--- config.mk ---
export PLATFORM = sky130hd
export DESIGN_NAME = alu_core
export DESIGN_NICKNAME = d
export VERILOG_FILES = /design/src/inc/alu_core_pkg.sv /design/src/rtl/data_ram.sv /design/src/rtl/alu_core.sv
export SDC_FILE = /design/constraint.sdc
export NUM_CORES = 2
export LEC_CHECK = 0
export ABC_AREA = 1
export BUFFER_PORTS_ARGS = -buffer_cell sky130_fd_sc_hd__buf_2
export CAP_MARGIN = 20
export CORE_ASPECT_RATIO = 0.8
export CORE_MARGIN = 4
export CORE_UTILIZATION = 55
export DETAILED_ROUTE_END_ITERATION = 8
export GPL_TIMING_DRIVEN = 0
export PLACE_DENSITY = 0.68
export SLEW_MARGIN = 20
export SYNTH_ARGS = -nofsm -noshare
export SYNTH_HDL_FRONTEND = slang
export SYNTH_HIERARCHICAL = 1
export SYNTH_SLANG_ARGS = --single-unit
--- constraint.sdc ---
create_clock -name clock_in -period 10.97 [get_ports clock_in]
set_input_delay 2.194 -clock clock_in [delete_from_list [all_inputs] [get_ports clock_in]]
set_output_delay 2.194 -clock clock_in [all_outputs]
set_load 0.01 [all_outputs]
--- src/inc/alu_core_pkg.sv ---
// constants, operation codes and request layout of the core execution unit
// assumes one clock edge per clock period and CLKS_PER_MC edges per machine cycle
package alu_core_pkg;

    // ------------------------------------------------------------
    // data memory map
    // ------------------------------------------------------------
    localparam int RAM_DEPTH = 192;
    localparam logic [7:0] RAM_TOP = 8'hBF;
    localparam logic [7:0] BIT_RAM_BASE = 8'h20;
    localparam logic [7:0] INT_PRI_BIT_MASK = 8'h1F;
    localparam logic [7:0] INT_EN_BIT_MASK = 8'h9F;
    localparam logic [7:0] SFA_RESET = 8'h00;

    // ------------------------------------------------------------
    // special function area, one entry per register
    // ------------------------------------------------------------
    localparam int SFA_COUNT = 15;
    localparam int SI_PORT_ZERO = 0;
    localparam int SI_STACK = 1;
    localparam int SI_PTR_HIGH = 2;
    localparam int SI_PTR_LOW = 3;
    localparam int SI_TIMER_CTL = 4;
    localparam int SI_PORT_ONE = 5;
    localparam int SI_PORT_TWO = 6;
    localparam int SI_INT_EN = 7;
    localparam int SI_PORT_THREE = 8;
    localparam int SI_INT_PRI = 9;
    localparam int SI_SERIAL_STAT = 10;
    localparam int SI_STATUS_WORD = 11;
    localparam int SI_SEQ_NUM = 12;
    localparam int SI_PRIMARY = 13;
    localparam int SI_SECONDARY = 14;
    localparam logic [7:0] SFA_ADDR [SFA_COUNT] = '{
        8'h80, 8'h81, 8'h82, 8'h83, 8'h88, 8'h90, 8'hA0, 8'hA8,
        8'hB0, 8'hB8, 8'hC8, 8'hD0, 8'hD8, 8'hE0, 8'hF0};

    // ------------------------------------------------------------
    // status word fields and timing
    // ------------------------------------------------------------
    localparam int ST_CY = 7;
    localparam int ST_AC = 6;
    localparam int ST_BANK = 3;
    localparam int ST_OV = 2;
    localparam logic [3:0] CLKS_PER_MC = 4'h3;
    localparam logic [3:0] PH_PTR = 4'h0;
    localparam logic [3:0] PH_OPND = 4'h1;
    localparam logic [3:0] PH_EXEC = 4'h2;

    // ------------------------------------------------------------
    // operations and requests
    // ------------------------------------------------------------
    typedef enum logic [4:0] {
        OP_ADD, OP_ADD_CARRY, OP_SUB_BORROW,
        OP_AND_A, OP_OR_A, OP_XOR_A,
        OP_AND_DA, OP_OR_DA, OP_XOR_DA,
        OP_AND_DI, OP_OR_DI, OP_XOR_DI,
        OP_INC, OP_DEC, OP_INC_DPP, OP_PRODUCT, OP_QUOTIENT,
        OP_ROT_L, OP_ROT_LC, OP_ROT_R, OP_ROT_RC,
        OP_SWAP, OP_CLEAR, OP_INVERT, OP_STORE,
        OP_BIT_CLR, OP_BIT_SET, OP_BIT_INV
    } alu_op_t;

    typedef enum logic [2:0] {
        MODE_PRI, MODE_REG, MODE_DIR, MODE_IND, MODE_IMM
    } src_mode_t;

    typedef struct packed {
        alu_op_t op;
        src_mode_t mode;
        logic [2:0] reg_sel;
        logic [7:0] dir_addr;
        logic [7:0] imm;
    } alu_req_t;

endpackage

--- src/rtl/data_ram.sv ---
// internal data memory, one write and one registered read per clock
// assumes addresses above the top read as zero and are never written
`timescale 1ns/1ps
`default_nettype none
module data_ram
    import alu_core_pkg::*;
(
    input wire logic clock_in,
    input wire logic [7:0] rd_addr_in,
    input wire logic wr_en_in,
    input wire logic [7:0] wr_addr_in,
    input wire logic [7:0] wr_data_in,
    output logic [7:0] rd_data_out
);
    logic [7:0] mem_r [RAM_DEPTH];

    always_ff @(posedge clock_in)
    begin
        if (wr_en_in && (wr_addr_in <= RAM_TOP))
            mem_r[wr_addr_in] <= wr_data_in;
        rd_data_out <= (rd_addr_in <= RAM_TOP) ? mem_r[rd_addr_in] : 8'h00;
    end
endmodule
`default_nettype wire

--- src/rtl/alu_core.sv ---
// core execution unit: data memory addressing and arithmetic/logic ops
// assumes requests come from an instruction decoder in the clock domain
// Summary of operation
// - one-byte address, 192 RAM bytes 00h-BFh
// - special area on upper 128, direct only
// - overlapping RAM reached only by indirect
// - bit access; special bits at byte plus index
// - only multiples of eight; masked priority/enable bits
// - RAM bytes 20h-2Fh bit addressable, bits 00h-7Fh
// - add four source forms, one cycle
// - add with carry, same forms and timing
// - subtract with borrow, four forms, one cycle
// - and/or/xor into primary, one cycle
// - primary into direct byte, two bytes
// - immediate into direct byte, two cycles
// - rotate left/right, plain or through carry
// - swap nibbles, clear, complement, one cycle
// - direct add with carry, two bytes, one cycle
`timescale 1ns/1ps
`default_nettype none
module alu_core
    import alu_core_pkg::*;
(
    input wire logic clock_in,
    input wire logic arst_n_in,
    input wire logic req_valid_in,
    input wire alu_req_t req_in,
    output logic req_ready_out,
    output logic done_out,
    output logic [1:0] len_out,
    output logic [2:0] mcycles_out,
    output logic [7:0] pri_out,
    output logic [7:0] sec_out,
    output logic [7:0] status_word_out,
    output logic [15:0] data_ptr_out
);
    // ------------------------------------------------------------
    // sequencing
    // ------------------------------------------------------------
    typedef enum logic [1:0] {ST_IDLE = 2'b01, ST_RUN = 2'b10} run_state_t;
    run_state_t state_r;
    alu_req_t req_r;
    logic [3:0] cnt_r, last_r, last_in;
    logic [2:0] mc_r, mc_in;
    logic [1:0] len_r, len_in;
    logic done_r, start, run, ph_ptr, ph_opnd, ph_exec, fin;
    logic di_in, da_in, bop_in, one_in;
    logic [7:0] sfa_r [SFA_COUNT];
    logic [7:0] sfa_nxt [SFA_COUNT];
    logic [7:0] pri, sec, stat;
    assign start = req_valid_in && (state_r == ST_IDLE);
    assign run = (state_r == ST_RUN);
    assign ph_ptr = run && (cnt_r == PH_PTR);
    assign ph_opnd = run && (cnt_r == PH_OPND);
    assign ph_exec = run && (cnt_r == PH_EXEC);
    assign fin = run && (cnt_r == last_r);
    assign di_in = req_in.op inside {OP_AND_DI, OP_OR_DI, OP_XOR_DI};
    assign da_in = req_in.op inside {OP_AND_DA, OP_OR_DA, OP_XOR_DA};
    assign bop_in = req_in.op inside {OP_BIT_CLR, OP_BIT_SET, OP_BIT_INV};
    assign one_in = req_in.op inside {OP_INC_DPP, OP_PRODUCT, OP_QUOTIENT,
        OP_ROT_L, OP_ROT_LC, OP_ROT_R, OP_ROT_RC, OP_SWAP, OP_CLEAR, OP_INVERT};
    assign mc_in = (req_in.op inside {OP_PRODUCT, OP_QUOTIENT}) ? 3'h4 :
        (di_in || req_in.op == OP_INC_DPP) ? 3'h2 : 3'h1;
    assign len_in = di_in ? 2'h3 : one_in ? 2'h1 : (da_in || bop_in) ? 2'h2 :
        (req_in.mode inside {MODE_DIR, MODE_IMM}) ? 2'h2 : 2'h1;
    assign last_in = 4'(({1'b0, mc_in} * CLKS_PER_MC) - 4'h1);
    always_ff @(posedge clock_in or negedge arst_n_in)
    begin
        if (!arst_n_in)
        begin
            state_r <= ST_IDLE;
            req_r <= '0;
            cnt_r <= 4'h0;
            last_r <= 4'h0;
            mc_r <= 3'h0;
            len_r <= 2'h0;
            done_r <= 1'b0;
        end
        else
        begin
            done_r <= fin;
            cnt_r <= start ? 4'h0 : 4'(cnt_r + 4'h1);
            if (start)
            begin
                state_r <= ST_RUN;
                req_r <= req_in;
                last_r <= last_in;
                mc_r <= mc_in;
                len_r <= len_in;
            end
            else if (fin)
                state_r <= ST_IDLE;
        end
    end
    // ------------------------------------------------------------
    // address resolution
    // ------------------------------------------------------------
    logic bop, use_dir, sfa_r_t, hit_any, bit_ok, tgt_ok, ram_we, mem_wr;
    logic [7:0] ram_q, bank_addr, ptr_addr, bit_byte, res_addr, addr_r, bmask, sfa_q, mem_v;
    logic [SFA_COUNT-1:0] hit;
    logic [2:0] bidx;
    assign bop = req_r.op inside {OP_BIT_CLR, OP_BIT_SET, OP_BIT_INV};
    assign use_dir = (req_r.mode == MODE_DIR) || bop ||
        (req_r.op inside {OP_AND_DA, OP_OR_DA, OP_XOR_DA, OP_AND_DI, OP_OR_DI, OP_XOR_DI});
    assign bidx = req_r.dir_addr[2:0];
    assign bank_addr = {3'b000, stat[4:ST_BANK], req_r.reg_sel};
    assign ptr_addr = {3'b000, stat[4:ST_BANK], 2'b00, req_r.reg_sel[0]};
    assign bit_byte = req_r.dir_addr[7] ? {req_r.dir_addr[7:3], 3'b000} :
        8'(BIT_RAM_BASE + {4'h0, req_r.dir_addr[6:3]});
    assign res_addr = bop ? bit_byte : (req_r.mode == MODE_REG) ? bank_addr :
        (use_dir ? req_r.dir_addr : ram_q);
    // the direct high half goes to the special area, indirect stays in RAM
    always_ff @(posedge clock_in or negedge arst_n_in)
    begin
        if (!arst_n_in)
        begin
            addr_r <= 8'h00;
            sfa_r_t <= 1'b0;
        end
        else if (ph_opnd)
        begin
            addr_r <= res_addr;
            sfa_r_t <= use_dir && res_addr[7];
        end
    end
    for (genvar g = 0; g < SFA_COUNT; g++)
    begin : g_hit
        assign hit[g] = (addr_r == SFA_ADDR[g]);
    end
    assign hit_any = |hit;
    assign bmask = hit[SI_INT_PRI] ? INT_PRI_BIT_MASK :
        hit[SI_INT_EN] ? INT_EN_BIT_MASK : 8'hFF;
    assign bit_ok = !bop || !sfa_r_t || (addr_r[2:0] == 3'b000 && bmask[bidx]);
    assign tgt_ok = (sfa_r_t ? hit_any : (addr_r <= RAM_TOP)) && bit_ok;
    always_comb
    begin
        sfa_q = 8'h00;
        for (int i = 0; i < SFA_COUNT; i++)
            sfa_q = sfa_q | ({8{hit[i]}} & sfa_r[i]);
    end
    data_ram u_ram (
        .clock_in(clock_in),
        .rd_addr_in(ph_ptr ? ptr_addr : res_addr),
        .wr_en_in(ram_we),
        .wr_addr_in(addr_r),
        .wr_data_in(mem_v),
        .rd_data_out(ram_q)
    );
    // ------------------------------------------------------------
    // arithmetic and logic
    // ------------------------------------------------------------
    logic [7:0] opnd, lg_y, lg_v, pri_v, sec_v, bit_m;
    logic [8:0] add9, sub9;
    logic [4:0] add5, sub5;
    logic [15:0] prod, dpp;
    logic cin, cy, pri_we, sec_we, cy_we, cy_v, ac_we, ac_v, ov_we, ov_v, mem_we, dpp_we;
    assign pri = sfa_r[SI_PRIMARY];
    assign sec = sfa_r[SI_SECONDARY];
    assign stat = sfa_r[SI_STATUS_WORD];
    assign cy = stat[ST_CY];
    assign dpp = {sfa_r[SI_PTR_HIGH], sfa_r[SI_PTR_LOW]};
    assign opnd = (req_r.mode == MODE_IMM && !use_dir) ? req_r.imm :
        (req_r.mode == MODE_PRI && !use_dir) ? pri :
        !tgt_ok ? 8'h00 : sfa_r_t ? sfa_q : ram_q;
    assign cin = (req_r.op == OP_ADD_CARRY) && cy;
    assign add9 = 9'({1'b0, pri} + {1'b0, opnd} + {8'h00, cin});
    assign add5 = 5'({1'b0, pri[3:0]} + {1'b0, opnd[3:0]} + {4'h0, cin});
    assign sub9 = 9'({1'b0, pri} - {1'b0, opnd} - {8'h00, cy});
    assign sub5 = 5'({1'b0, pri[3:0]} - {1'b0, opnd[3:0]} - {4'h0, cy});
    assign lg_y = (req_r.op inside {OP_AND_DI, OP_OR_DI, OP_XOR_DI}) ? req_r.imm : pri;
    assign lg_v = (req_r.op inside {OP_AND_A, OP_AND_DA, OP_AND_DI}) ? (opnd & lg_y) :
        (req_r.op inside {OP_OR_A, OP_OR_DA, OP_OR_DI}) ? (opnd | lg_y) : (opnd ^ lg_y);
    assign prod = 16'(pri * sec);
    assign bit_m = 8'(8'h01 << bidx);
    always_comb
    begin
        {pri_we, sec_we, cy_we, ac_we, ac_v, ov_we, ov_v, mem_we, dpp_we} = 9'h000;
        pri_v = pri;
        sec_v = sec;
        cy_v = cy;
        mem_v = opnd;
        unique case (req_r.op)
            OP_ADD, OP_ADD_CARRY:
            begin
                {pri_we, pri_v, cy_we, cy_v} = {1'b1, add9[7:0], 1'b1, add9[8]};
                {ac_we, ac_v, ov_we} = {1'b1, add5[4], 1'b1};
                ov_v = (pri[7] == opnd[7]) && (add9[7] != pri[7]);
            end
            OP_SUB_BORROW:
            begin
                {pri_we, pri_v, cy_we, cy_v} = {1'b1, sub9[7:0], 1'b1, sub9[8]};
                {ac_we, ac_v, ov_we} = {1'b1, sub5[4], 1'b1};
                ov_v = (pri[7] != opnd[7]) && (sub9[7] != pri[7]);
            end
            OP_AND_A, OP_OR_A, OP_XOR_A: {pri_we, pri_v} = {1'b1, lg_v};
            OP_AND_DA, OP_OR_DA, OP_XOR_DA: {mem_we, mem_v} = {1'b1, lg_v};
            OP_AND_DI, OP_OR_DI, OP_XOR_DI: {mem_we, mem_v} = {1'b1, lg_v};
            OP_INC, OP_DEC:
            begin
                mem_v = (req_r.op == OP_INC) ? 8'(opnd + 8'h01) : 8'(opnd - 8'h01);
                pri_we = (req_r.mode == MODE_PRI);
                pri_v = mem_v;
                mem_we = (req_r.mode != MODE_PRI) && (req_r.mode != MODE_IMM);
            end
            OP_INC_DPP: dpp_we = 1'b1;
            OP_PRODUCT:
            begin
                {pri_we, pri_v, sec_we, sec_v} = {1'b1, prod[7:0], 1'b1, prod[15:8]};
                {cy_we, cy_v, ov_we, ov_v} = {1'b1, 1'b0, 1'b1, (prod[15:8] != 8'h00)};
            end
            OP_QUOTIENT:
            begin
                {cy_we, cy_v, ov_we, ov_v} = {1'b1, 1'b0, 1'b1, (sec == 8'h00)};
                {pri_we, sec_we} = {2{sec != 8'h00}};
                pri_v = (sec != 8'h00) ? (pri / sec) : pri;
                sec_v = (sec != 8'h00) ? (pri % sec) : sec;
            end
            OP_ROT_L: {pri_we, pri_v} = {1'b1, pri[6:0], pri[7]};
            OP_ROT_LC: {pri_we, pri_v, cy_we, cy_v} = {1'b1, pri[6:0], cy, 1'b1, pri[7]};
            OP_ROT_R: {pri_we, pri_v} = {1'b1, pri[0], pri[7:1]};
            OP_ROT_RC: {pri_we, pri_v, cy_we, cy_v} = {1'b1, cy, pri[7:1], 1'b1, pri[0]};
            OP_SWAP: {pri_we, pri_v} = {1'b1, pri[3:0], pri[7:4]};
            OP_CLEAR: {pri_we, pri_v} = {1'b1, 8'h00};
            OP_INVERT: {pri_we, pri_v} = {1'b1, ~pri};
            OP_STORE: {mem_we, mem_v} = {(req_r.mode inside {MODE_REG, MODE_DIR, MODE_IND}), pri};
            OP_BIT_CLR: {mem_we, mem_v} = {1'b1, opnd & ~bit_m};
            OP_BIT_SET: {mem_we, mem_v} = {1'b1, opnd | bit_m};
            OP_BIT_INV: {mem_we, mem_v} = {1'b1, opnd ^ bit_m};
            default: mem_we = 1'b0;
        endcase
    end
    // ------------------------------------------------------------
    // write back
    // ------------------------------------------------------------
    assign mem_wr = ph_exec && mem_we && tgt_ok;
    assign ram_we = mem_wr && !sfa_r_t;
    always_comb
    begin
        for (int i = 0; i < SFA_COUNT; i++)
            sfa_nxt[i] = (mem_wr && sfa_r_t && hit[i]) ? mem_v : sfa_r[i];
        if (ph_exec && pri_we) sfa_nxt[SI_PRIMARY] = pri_v;
        if (ph_exec && sec_we) sfa_nxt[SI_SECONDARY] = sec_v;
        if (ph_exec && cy_we) sfa_nxt[SI_STATUS_WORD][ST_CY] = cy_v;
        if (ph_exec && ac_we) sfa_nxt[SI_STATUS_WORD][ST_AC] = ac_v;
        if (ph_exec && ov_we) sfa_nxt[SI_STATUS_WORD][ST_OV] = ov_v;
        if (ph_exec && dpp_we)
            {sfa_nxt[SI_PTR_HIGH], sfa_nxt[SI_PTR_LOW]} = 16'(dpp + 16'h0001);
    end
    always_ff @(posedge clock_in or negedge arst_n_in)
    begin
        if (!arst_n_in)
            sfa_r <= '{default: SFA_RESET};
        else
            sfa_r <= sfa_nxt;
    end
    assign req_ready_out = (state_r == ST_IDLE);
    assign done_out = done_r;
    assign len_out = len_r;
    assign mcycles_out = mc_r;
    assign pri_out = pri;
    assign sec_out = sec;
    assign status_word_out = {stat[7:1], ^pri};
    assign data_ptr_out = dpp;
endmodule
`default_nettype wire

# --- Yosys cells after proc, flatten, opt, wreduce, memory -nomap -nowiden ---
# Memories as Yosys holds them, arrays and structs flattened. A register that Yosys moved wholly into a read port is not among the register bits.
# Cells that the tools add are included.
totals:
  reg_bits: 172
  ramBits: 1536
  input_bits: 30
  n_memories: 1
op_classes:
  addsub: 14
  mul: 2
  div: 2
  magnitude_cmp: 3
  eq_ne: 82
  shifts: 1
  muxes: 55
  n_bitwise: 37
  reduce_logical: 93
mem_list:
  columns: ["memory", "depth", "word_bits", "rd", "rd_clocked_by_memory_dff", "write_ports", "line", "rtl"]
  rows:
  - ["u_ram.mem_r", 192, 8, 1, 1, 1, "data_ram.sv:15", "logic [7:0] mem_r [RAM_DEPTH];"]
op_table:
  columns: ["cell", "count"]
  rows:
  - ["$mux W8", 23]
  - ["$and A8 B8 Y8", 17]
  - ["$or A8 B8 Y8", 16]
  - ["$eq A8 B8 Y1 const B", 15]
  - ["$eq A5 B5 Y1 const B", 23]
  - ["$pmux W8 S13", 1]
  - ["$eq A5 B4 Y1 const B", 14]
  - ["$pmux W8 S6", 1]
  - ["$logic_and A1 B1 Y1", 40]
  - ["$eq A5 B3 Y1 const B", 6]
  - ["$reduce_bool A3 Y1", 9]
  - ["$reduce_bool A2 Y1", 10]
  - ["$add A16 B1 Y16 const B", 1]
  - ["$le A8 B8 Y1 const B", 2]
  - ["$mul A8 B8 Y16", 1]
  - ["$mux W16", 1]
  - ["$not A8 Y8", 2]
  - ["$pmux W8 S2", 1]
  - ["$reduce_bool A8 Y1", 2]
  - ["$xor A8 B8 Y8", 2]
  - ["$reduce_or A15 Y1", 1]
  - ["$mux W2", 7]
  - ["$ne A14 B1 Y1 const B", 1]
  - ["$reduce_or A14 Y1", 1]
  - ["59 further kinds", 92]

# --- Logic depth before layout (Yosys ltp) ---
logic_depth:
  depth_word: 26
  ltp_mapped: 77
  ltp_nobuf: 75

# --- Modules after synthesis ---
# The synthesis kept the hierarchy.
modules_own_cells:
  columns: ["module", "n_inst", "cells_each", "area_each_um2", "seq_area_each_um2"]
  rows:
  - ["data_ram", 1, 5398, 62816.5, 46284.4]
  - ["alu_core", 1, 2301, 16204.3, 4280.4]

# --- Worst setup path after synthesis ---
# OpenSTA, ideal clock, no wires.
synth_path:
  path_kind: "reg2reg"
  start: "register sfa_r (netlist bit sec_out[0])"
  end: "register sfa_r (netlist bit pri_out[0])"
  arrival_time_ps: 9505
  t_required_ps: 10830
  path_slack_ps: 1325
  stages_incl_launch_ff: 73
  synth_period_minus_slack_ps: 9645
  path_cell_list: "dfrtp_1 -> inv_1 -> ha_1 -> nor2_1 -> nor2_1 -> nand2_1 -> o21ai_0 -> inv_1 -> ha_1 -> o21ai_0 -> nand2_1 -> nand2_1 -> or2_2 -> nand2_1 -> ha_1 -> a21oi_1 -> o21ai_0 -> o21a_1 -> [... 37 more ...] -> o21ai_0 -> or2_2 -> nand2_1 -> a21oi_1 -> nor2_1 -> xor2_1 -> nand2_1 -> and2_1 -> ha_1 -> a21oi_1 -> o21a_1 -> nand3_1 -> nand2_1 -> inv_1 -> a211oi_1 -> nand2_1 -> a21oi_1 -> o22ai_1"
synth_between:
  elab_chain_len: 12
synth_lines:
  columns: ["element", "line", "rtl"]
  rows:
  - ["start: declaration", "alu_core.sv:48", "logic [7:0] sfa_r [SFA_COUNT];"]
  - ["start signal: assignment", "alu_core.sv:254", "sfa_r <= sfa_nxt;"]
  - ["parallel branches: the longest is 12 deep, another holds $div A8 B8 Y8", null, null]
# Parallel ways; which one is timed is not known. The select of a mux whose other input is x is not followed.
# A chain may end at the register's enable or synchronous reset.

# --- Final worst setup path ---
layout_path:
  start: "register sfa_r (netlist bit sec_out[4])"
  end: "register sfa_r (netlist bit sec_out[1])"
layout_between:
  elab_chain_len: 5
layout_lines:
  columns: ["element"]
  rows:
  - ["parallel branches: the longest is 5 deep, another holds $mod A8 B8 Y8"]
# Parallel ways; which one is timed is not known. The select of a mux whose other input is x is not followed.

==> summary.log <==
[synthesis] number of instances in the synthesized netlist 7699
[clock_tree] maximum level of the CTS H-tree 4
[critical_path] Worst Reg-to-Reg Cells 74
[critical_path] endpoint of the worst-slack reg-to-reg timing path sec_out[1]$_DFFE_PN0P_
[synthesis] share of async-settable or async-resettable flops after synthesis 0.0997
[synthesis] mapped cell area 79000 um2
[cells_and_area] fillers 11700
[worst_hold_path] hold endpoint sfa_r[109]$_DFFE_PN0P_
[pwr] net switching power 2.57 mW
[routing] via density per instance 6.45
[global_route] vias in the first global route 57600
[clock_tree] maximum buffer depth of the clock tree 3
[worst_hold_path] path category of the worst min-delay check register to register
[global_route] global-route wire length before repair 447 mm
[floorplanning] effective utilization at floorplan 0.554
[critical_path] Critical Path End Type register
[synthesis] mean post-synth cell area 10.3 um2
[timing] Post-Route Setup TNS 0 ns
[cells_and_area] ratio of cells with drive above 1 in the final layout 0.109
[critical_path] Worst Path Max Fanout 10
[critical_path] cell with the biggest individual delay on the critical path sky130_fd_sc_hd__dfrtp_1
[placed_design] number of buffer cells added on primary ports 76
[critical_path] startpoint type of the worst setup path register
[flow_run] max_cap viols 0
[placed_design] post-placement worst setup slack -1.42 ns
[timing] final count of hold timing violations 0
[timing] crit path time final 10.24 ns
[synthesis] total number of yosys warnings 6
[synthesis] sequential cell area fraction in the yosys report 0.640
[cells_and_area] Final Core Density 0.622
[routing] number of nets still failing antenna checks after routing 0
[pwr] Power per Cell Area 144 nW/um2
[timing] post-route fraction of the period consumed by the critical path 0.933
[global_route] largest net degree at the start of global routing 114
[worst_hold_path] launch instance of the worst min-delay path sfa_r[109]$_DFFE_PN0P_
[timing] relative max-transition margin 0.0783
[cells_and_area] cell area after layout 88800 um2
[critical_path] critical path's largest stage delay 0.40 ns
[placed_design] last weighted congestion value of the routability-driven placer 1.06
[routing] violation count after the first detailed-routing iteration 12200
[cells_and_area] area growth from synthesis to final layout 12.4%
[global_route] total congestion overflow 0
[clock_tree] clock tree from TritonCTS done
[clock_tree] CTS buffer count 168
[routing] total iterations of the first detailed-routing run 7
[floorplanning] Die X 432 um
[synthesis] net count after synthesis 7916
[timing] slew at the pin closest to its max-slew limit 1.38 ns
[timing] Setup-failing EPs final 0
[critical_path] critical path buffer and inverter count 7
[routing] detailed-route via count 64900
[global_route] antenna violations before repair 24
[pwr] clock network fraction of design power 0.450
[critical_path] data arrival at the endpoint of the critical path 10.96 ns
[timing] worst path setup slack after routing 0.730 ns
[pwr] logic gate share of total power 0.002
[critical_path] library cell appearing most often on the critical path sky130_fd_sc_hd__nand2_1
[pwr] sw frac 0.201
[synthesis] number of enable-type register cells in the synthesized netlist 1536
[clock_tree] clock-pin transition on the worst setup and hold timing paths 0.06 ns
[critical_path] CP Data Required Time 11.69 ns
[critical_path] Worst Path Class, Setup register to register
[run_status] run status complete, no violations
[floorplanning] Vert. Die Dim 347 um
[clock_tree] Clock Root Buffer sky130_fd_sc_hd__clkbuf_16
[floorplanning] Ports 77
[timing] worst clock skew on the final layout 0.0447 ns
[worst_hold_path] Hold Path Stages 2
[pwr] maximum vdd drop 0.152 mV
[critical_path] family with the most delay on the worst path simple AND/OR/NAND/NOR gates
[synthesis] post-synthesis cell type count 63
[critical_path] RR Startpoint sec_out[4]$_DFFE_PN0P_
[synthesis] commonest register cell after synthesis sky130_fd_sc_hd__edfxtp_1
[cells_and_area] net count of the finished layout 8242
[clock_tree] TritonCTS sink count 1715
[timing] highest clock frequency the design can meet 97.7 MHz
[routing] DRC 0
[pwr] total leakage power 33.0 nW
[clock_tree] clock insertion delay at the later pin of the skew report 0.84 ns
[floorplanning] placeable core area 143000 um2
[timing] number of pins exceeding their max-slew limit in the final report 0
[floorplanning] Placement Rows 124
[global_route] total global routing track utilization 0.432
[placed_design] DP Area 82800 um2
[clock_tree] post-cts hold buffer count 0
[routing] drt wl/cell 32.7 um
[floorplanning] Die Outline Area 150000 um2
[critical_path] worst reg-to-reg setup slack 0.73 ns
[synthesis] total of flip-flops plus latches after synthesis 1715
[pwr] Sequential Power Share 0.548
[pwr] Internal Pwr Total 10.2 mW
[routing] total routed wirelength 329 mm
[placed_design] half-perimeter wire length after placement 239 mm
placed cells by master (no fill, tap or decap), types with 19 or more instances in the layout:
cell                        count
sky130_fd_sc_hd__clkbuf_16    171
sky130_fd_sc_hd__buf_1         33
sky130_fd_sc_hd__o21ai_1       33
sky130_fd_sc_hd__inv_1        392
sky130_fd_sc_hd__o21ai_2       31
sky130_fd_sc_hd__a21oi_1      127
sky130_fd_sc_hd__dfrtp_1      165
sky130_fd_sc_hd__o211ai_1      20
sky130_fd_sc_hd__ha_1         141
sky130_fd_sc_hd__nor2_2        78
sky130_fd_sc_hd__clkinv_1      42
sky130_fd_sc_hd__diode_2       19
sky130_fd_sc_hd__o22ai_1       56
sky130_fd_sc_hd__nand2_1     2398
sky130_fd_sc_hd__buf_2        276
sky130_fd_sc_hd__nand2_2       28
sky130_fd_sc_hd__nand3_1     1308
sky130_fd_sc_hd__o21ai_0      260
sky130_fd_sc_hd__edfxtp_1    1536
sky130_fd_sc_hd__clkbuf_1     167
sky130_fd_sc_hd__nor2_1       366
sky130_fd_sc_hd__buf_6         23
sky130_fd_sc_hd__fa_1          42
sky130_fd_sc_hd__buf_4        103
sky130_fd_sc_hd__xor2_1        30
routing by layer:
metal  vias up  routed length [um]  part of all wire  global-route usage
li1      27100                   -                 -                   -
met1     31500              127000              0.39               0.631
met2      5459              124000              0.38               0.542
met3       761               63500              0.19               0.221
met4        18               14500             0.044               0.164
met5         -                 146           0.00044             0.00536
cells in the mapped netlist, types with 28 or more instances:
library cell	number	share of area
sky130_fd_sc_hd__nand2_1	2411	0.11
sky130_fd_sc_hd__edfxtp_1	1536	0.58
sky130_fd_sc_hd__nand3_1	1311	0.083
sky130_fd_sc_hd__nor2_1	440	0.021
sky130_fd_sc_hd__inv_1	404	0.019
sky130_fd_sc_hd__o21ai_0	273	0.017
sky130_fd_sc_hd__buf_2	204	0.013
sky130_fd_sc_hd__dfrtp_1	170	0.054
sky130_fd_sc_hd__ha_1	145	0.023
sky130_fd_sc_hd__clkbuf_1	135	0.0064
sky130_fd_sc_hd__a21oi_1	130	0.0082
sky130_fd_sc_hd__buf_4	65	0.0062
sky130_fd_sc_hd__o22ai_1	56	0.0044
sky130_fd_sc_hd__fa_1	42	0.011
sky130_fd_sc_hd__buf_1	34	0.0016
sky130_fd_sc_hd__xor2_1	30	0.0033
sky130_fd_sc_hd__o21ai_1	28	0.0018
what timing repair did:
action,CTS,global route
gates cloned,0,1
resized for setup,37,45
pin swaps,1,16
setup endpoints to repair,9,9
setup buffers,9,28
endpoints found under the hold margin,0,0
cell families after synthesis:
kind of cell | synth area share
buffers and inverters | 0.0478
DFF | 0.640
xor gates and xnor gates | 0.00521
and+or+nand+nor | 0.227
AOI/OAI and AO/OA | 0.0462
adders and majority gates | 0.0336
power groups by stage:
stage	logic [mW]	clock network (mW)	registers, mW
floorplan	0.00263	0	7.15
global placement	0.0219	0	7.15
detailed placement	0.0241	0	7.15
CTS	0.0242	5.77	7.01
global route	0.0269	6.07	7.01
finish	0.0235	5.76	7.01
layout make-up:
type                    count  area, um2  area share
flip-flops and latches   1715      50600       0.570
multi-input cells        5120      25100       0.282
clock buffers             220       4500      0.0507
well taps                1890       2360      0.0266
plain buffers             442       2260      0.0255
inverters                 421       1650      0.0186
repair buffers            157       1450      0.0163
clock inverters            82        857     0.00965
diodes                     19       47.5    0.000535
stage by stage:
stage | std cells | hold slack (ns) | total power, mW
after detailed placement | 9706 | 0.469 | 7.18
after CTS | 10000 | 0.484 | 12.8
after global placement | 9665 | 0.462 | 7.17
after floorplan | 7699 | 0.444 | 7.15
after global routing | 10000 | 0.498 | 13.1
final | 10100 | 0.484 | 12.8
worst max-delay path by stage:
stage	start	slack (ns)	to	cells past startpoint
after floorplan	sec_out[0]$_DFFE_PN0P_	1.33	pri_out[0]$_DFFE_PN0P_	72
after global placement	sec_out[0]$_DFFE_PN0P_	-1.03	sec_out[4]$_DFFE_PN0P_	70
after detailed placement	sec_out[0]$_DFFE_PN0P_	-1.42	sec_out[3]$_DFFE_PN0P_	70
after CTS	sec_out[4]$_DFFE_PN0P_	0.02	sec_out[7]$_DFFE_PN0P_	74
after global routing	pri_out[5]$_DFFE_PN0P_	-0.09	sec_out[3]$_DFFE_PN0P_	77
final	sec_out[4]$_DFFE_PN0P_	0.73	sec_out[1]$_DFFE_PN0P_	74
state kept, by name, indices dropped and copies added (netlist names), 8 cells and up:
register / count
addr_r: 8
data_ptr_out: 16
pri_out: 8
req_r: 21
sec_out: 8
sfa_r: 80
stat: 8
u_ram/mem_r: 1536
u_ram/rd_data_out: 8
worst min-delay path, cell delays in order, from the launching register on:
cell and delay [ns]:
sky130_fd_sc_hd__dfrtp_1 0.34, sky130_fd_sc_hd__nand2_1 0.06, sky130_fd_sc_hd__o21ai_2 0.05
No activity file was read; power rests on OpenSTA's default activity.
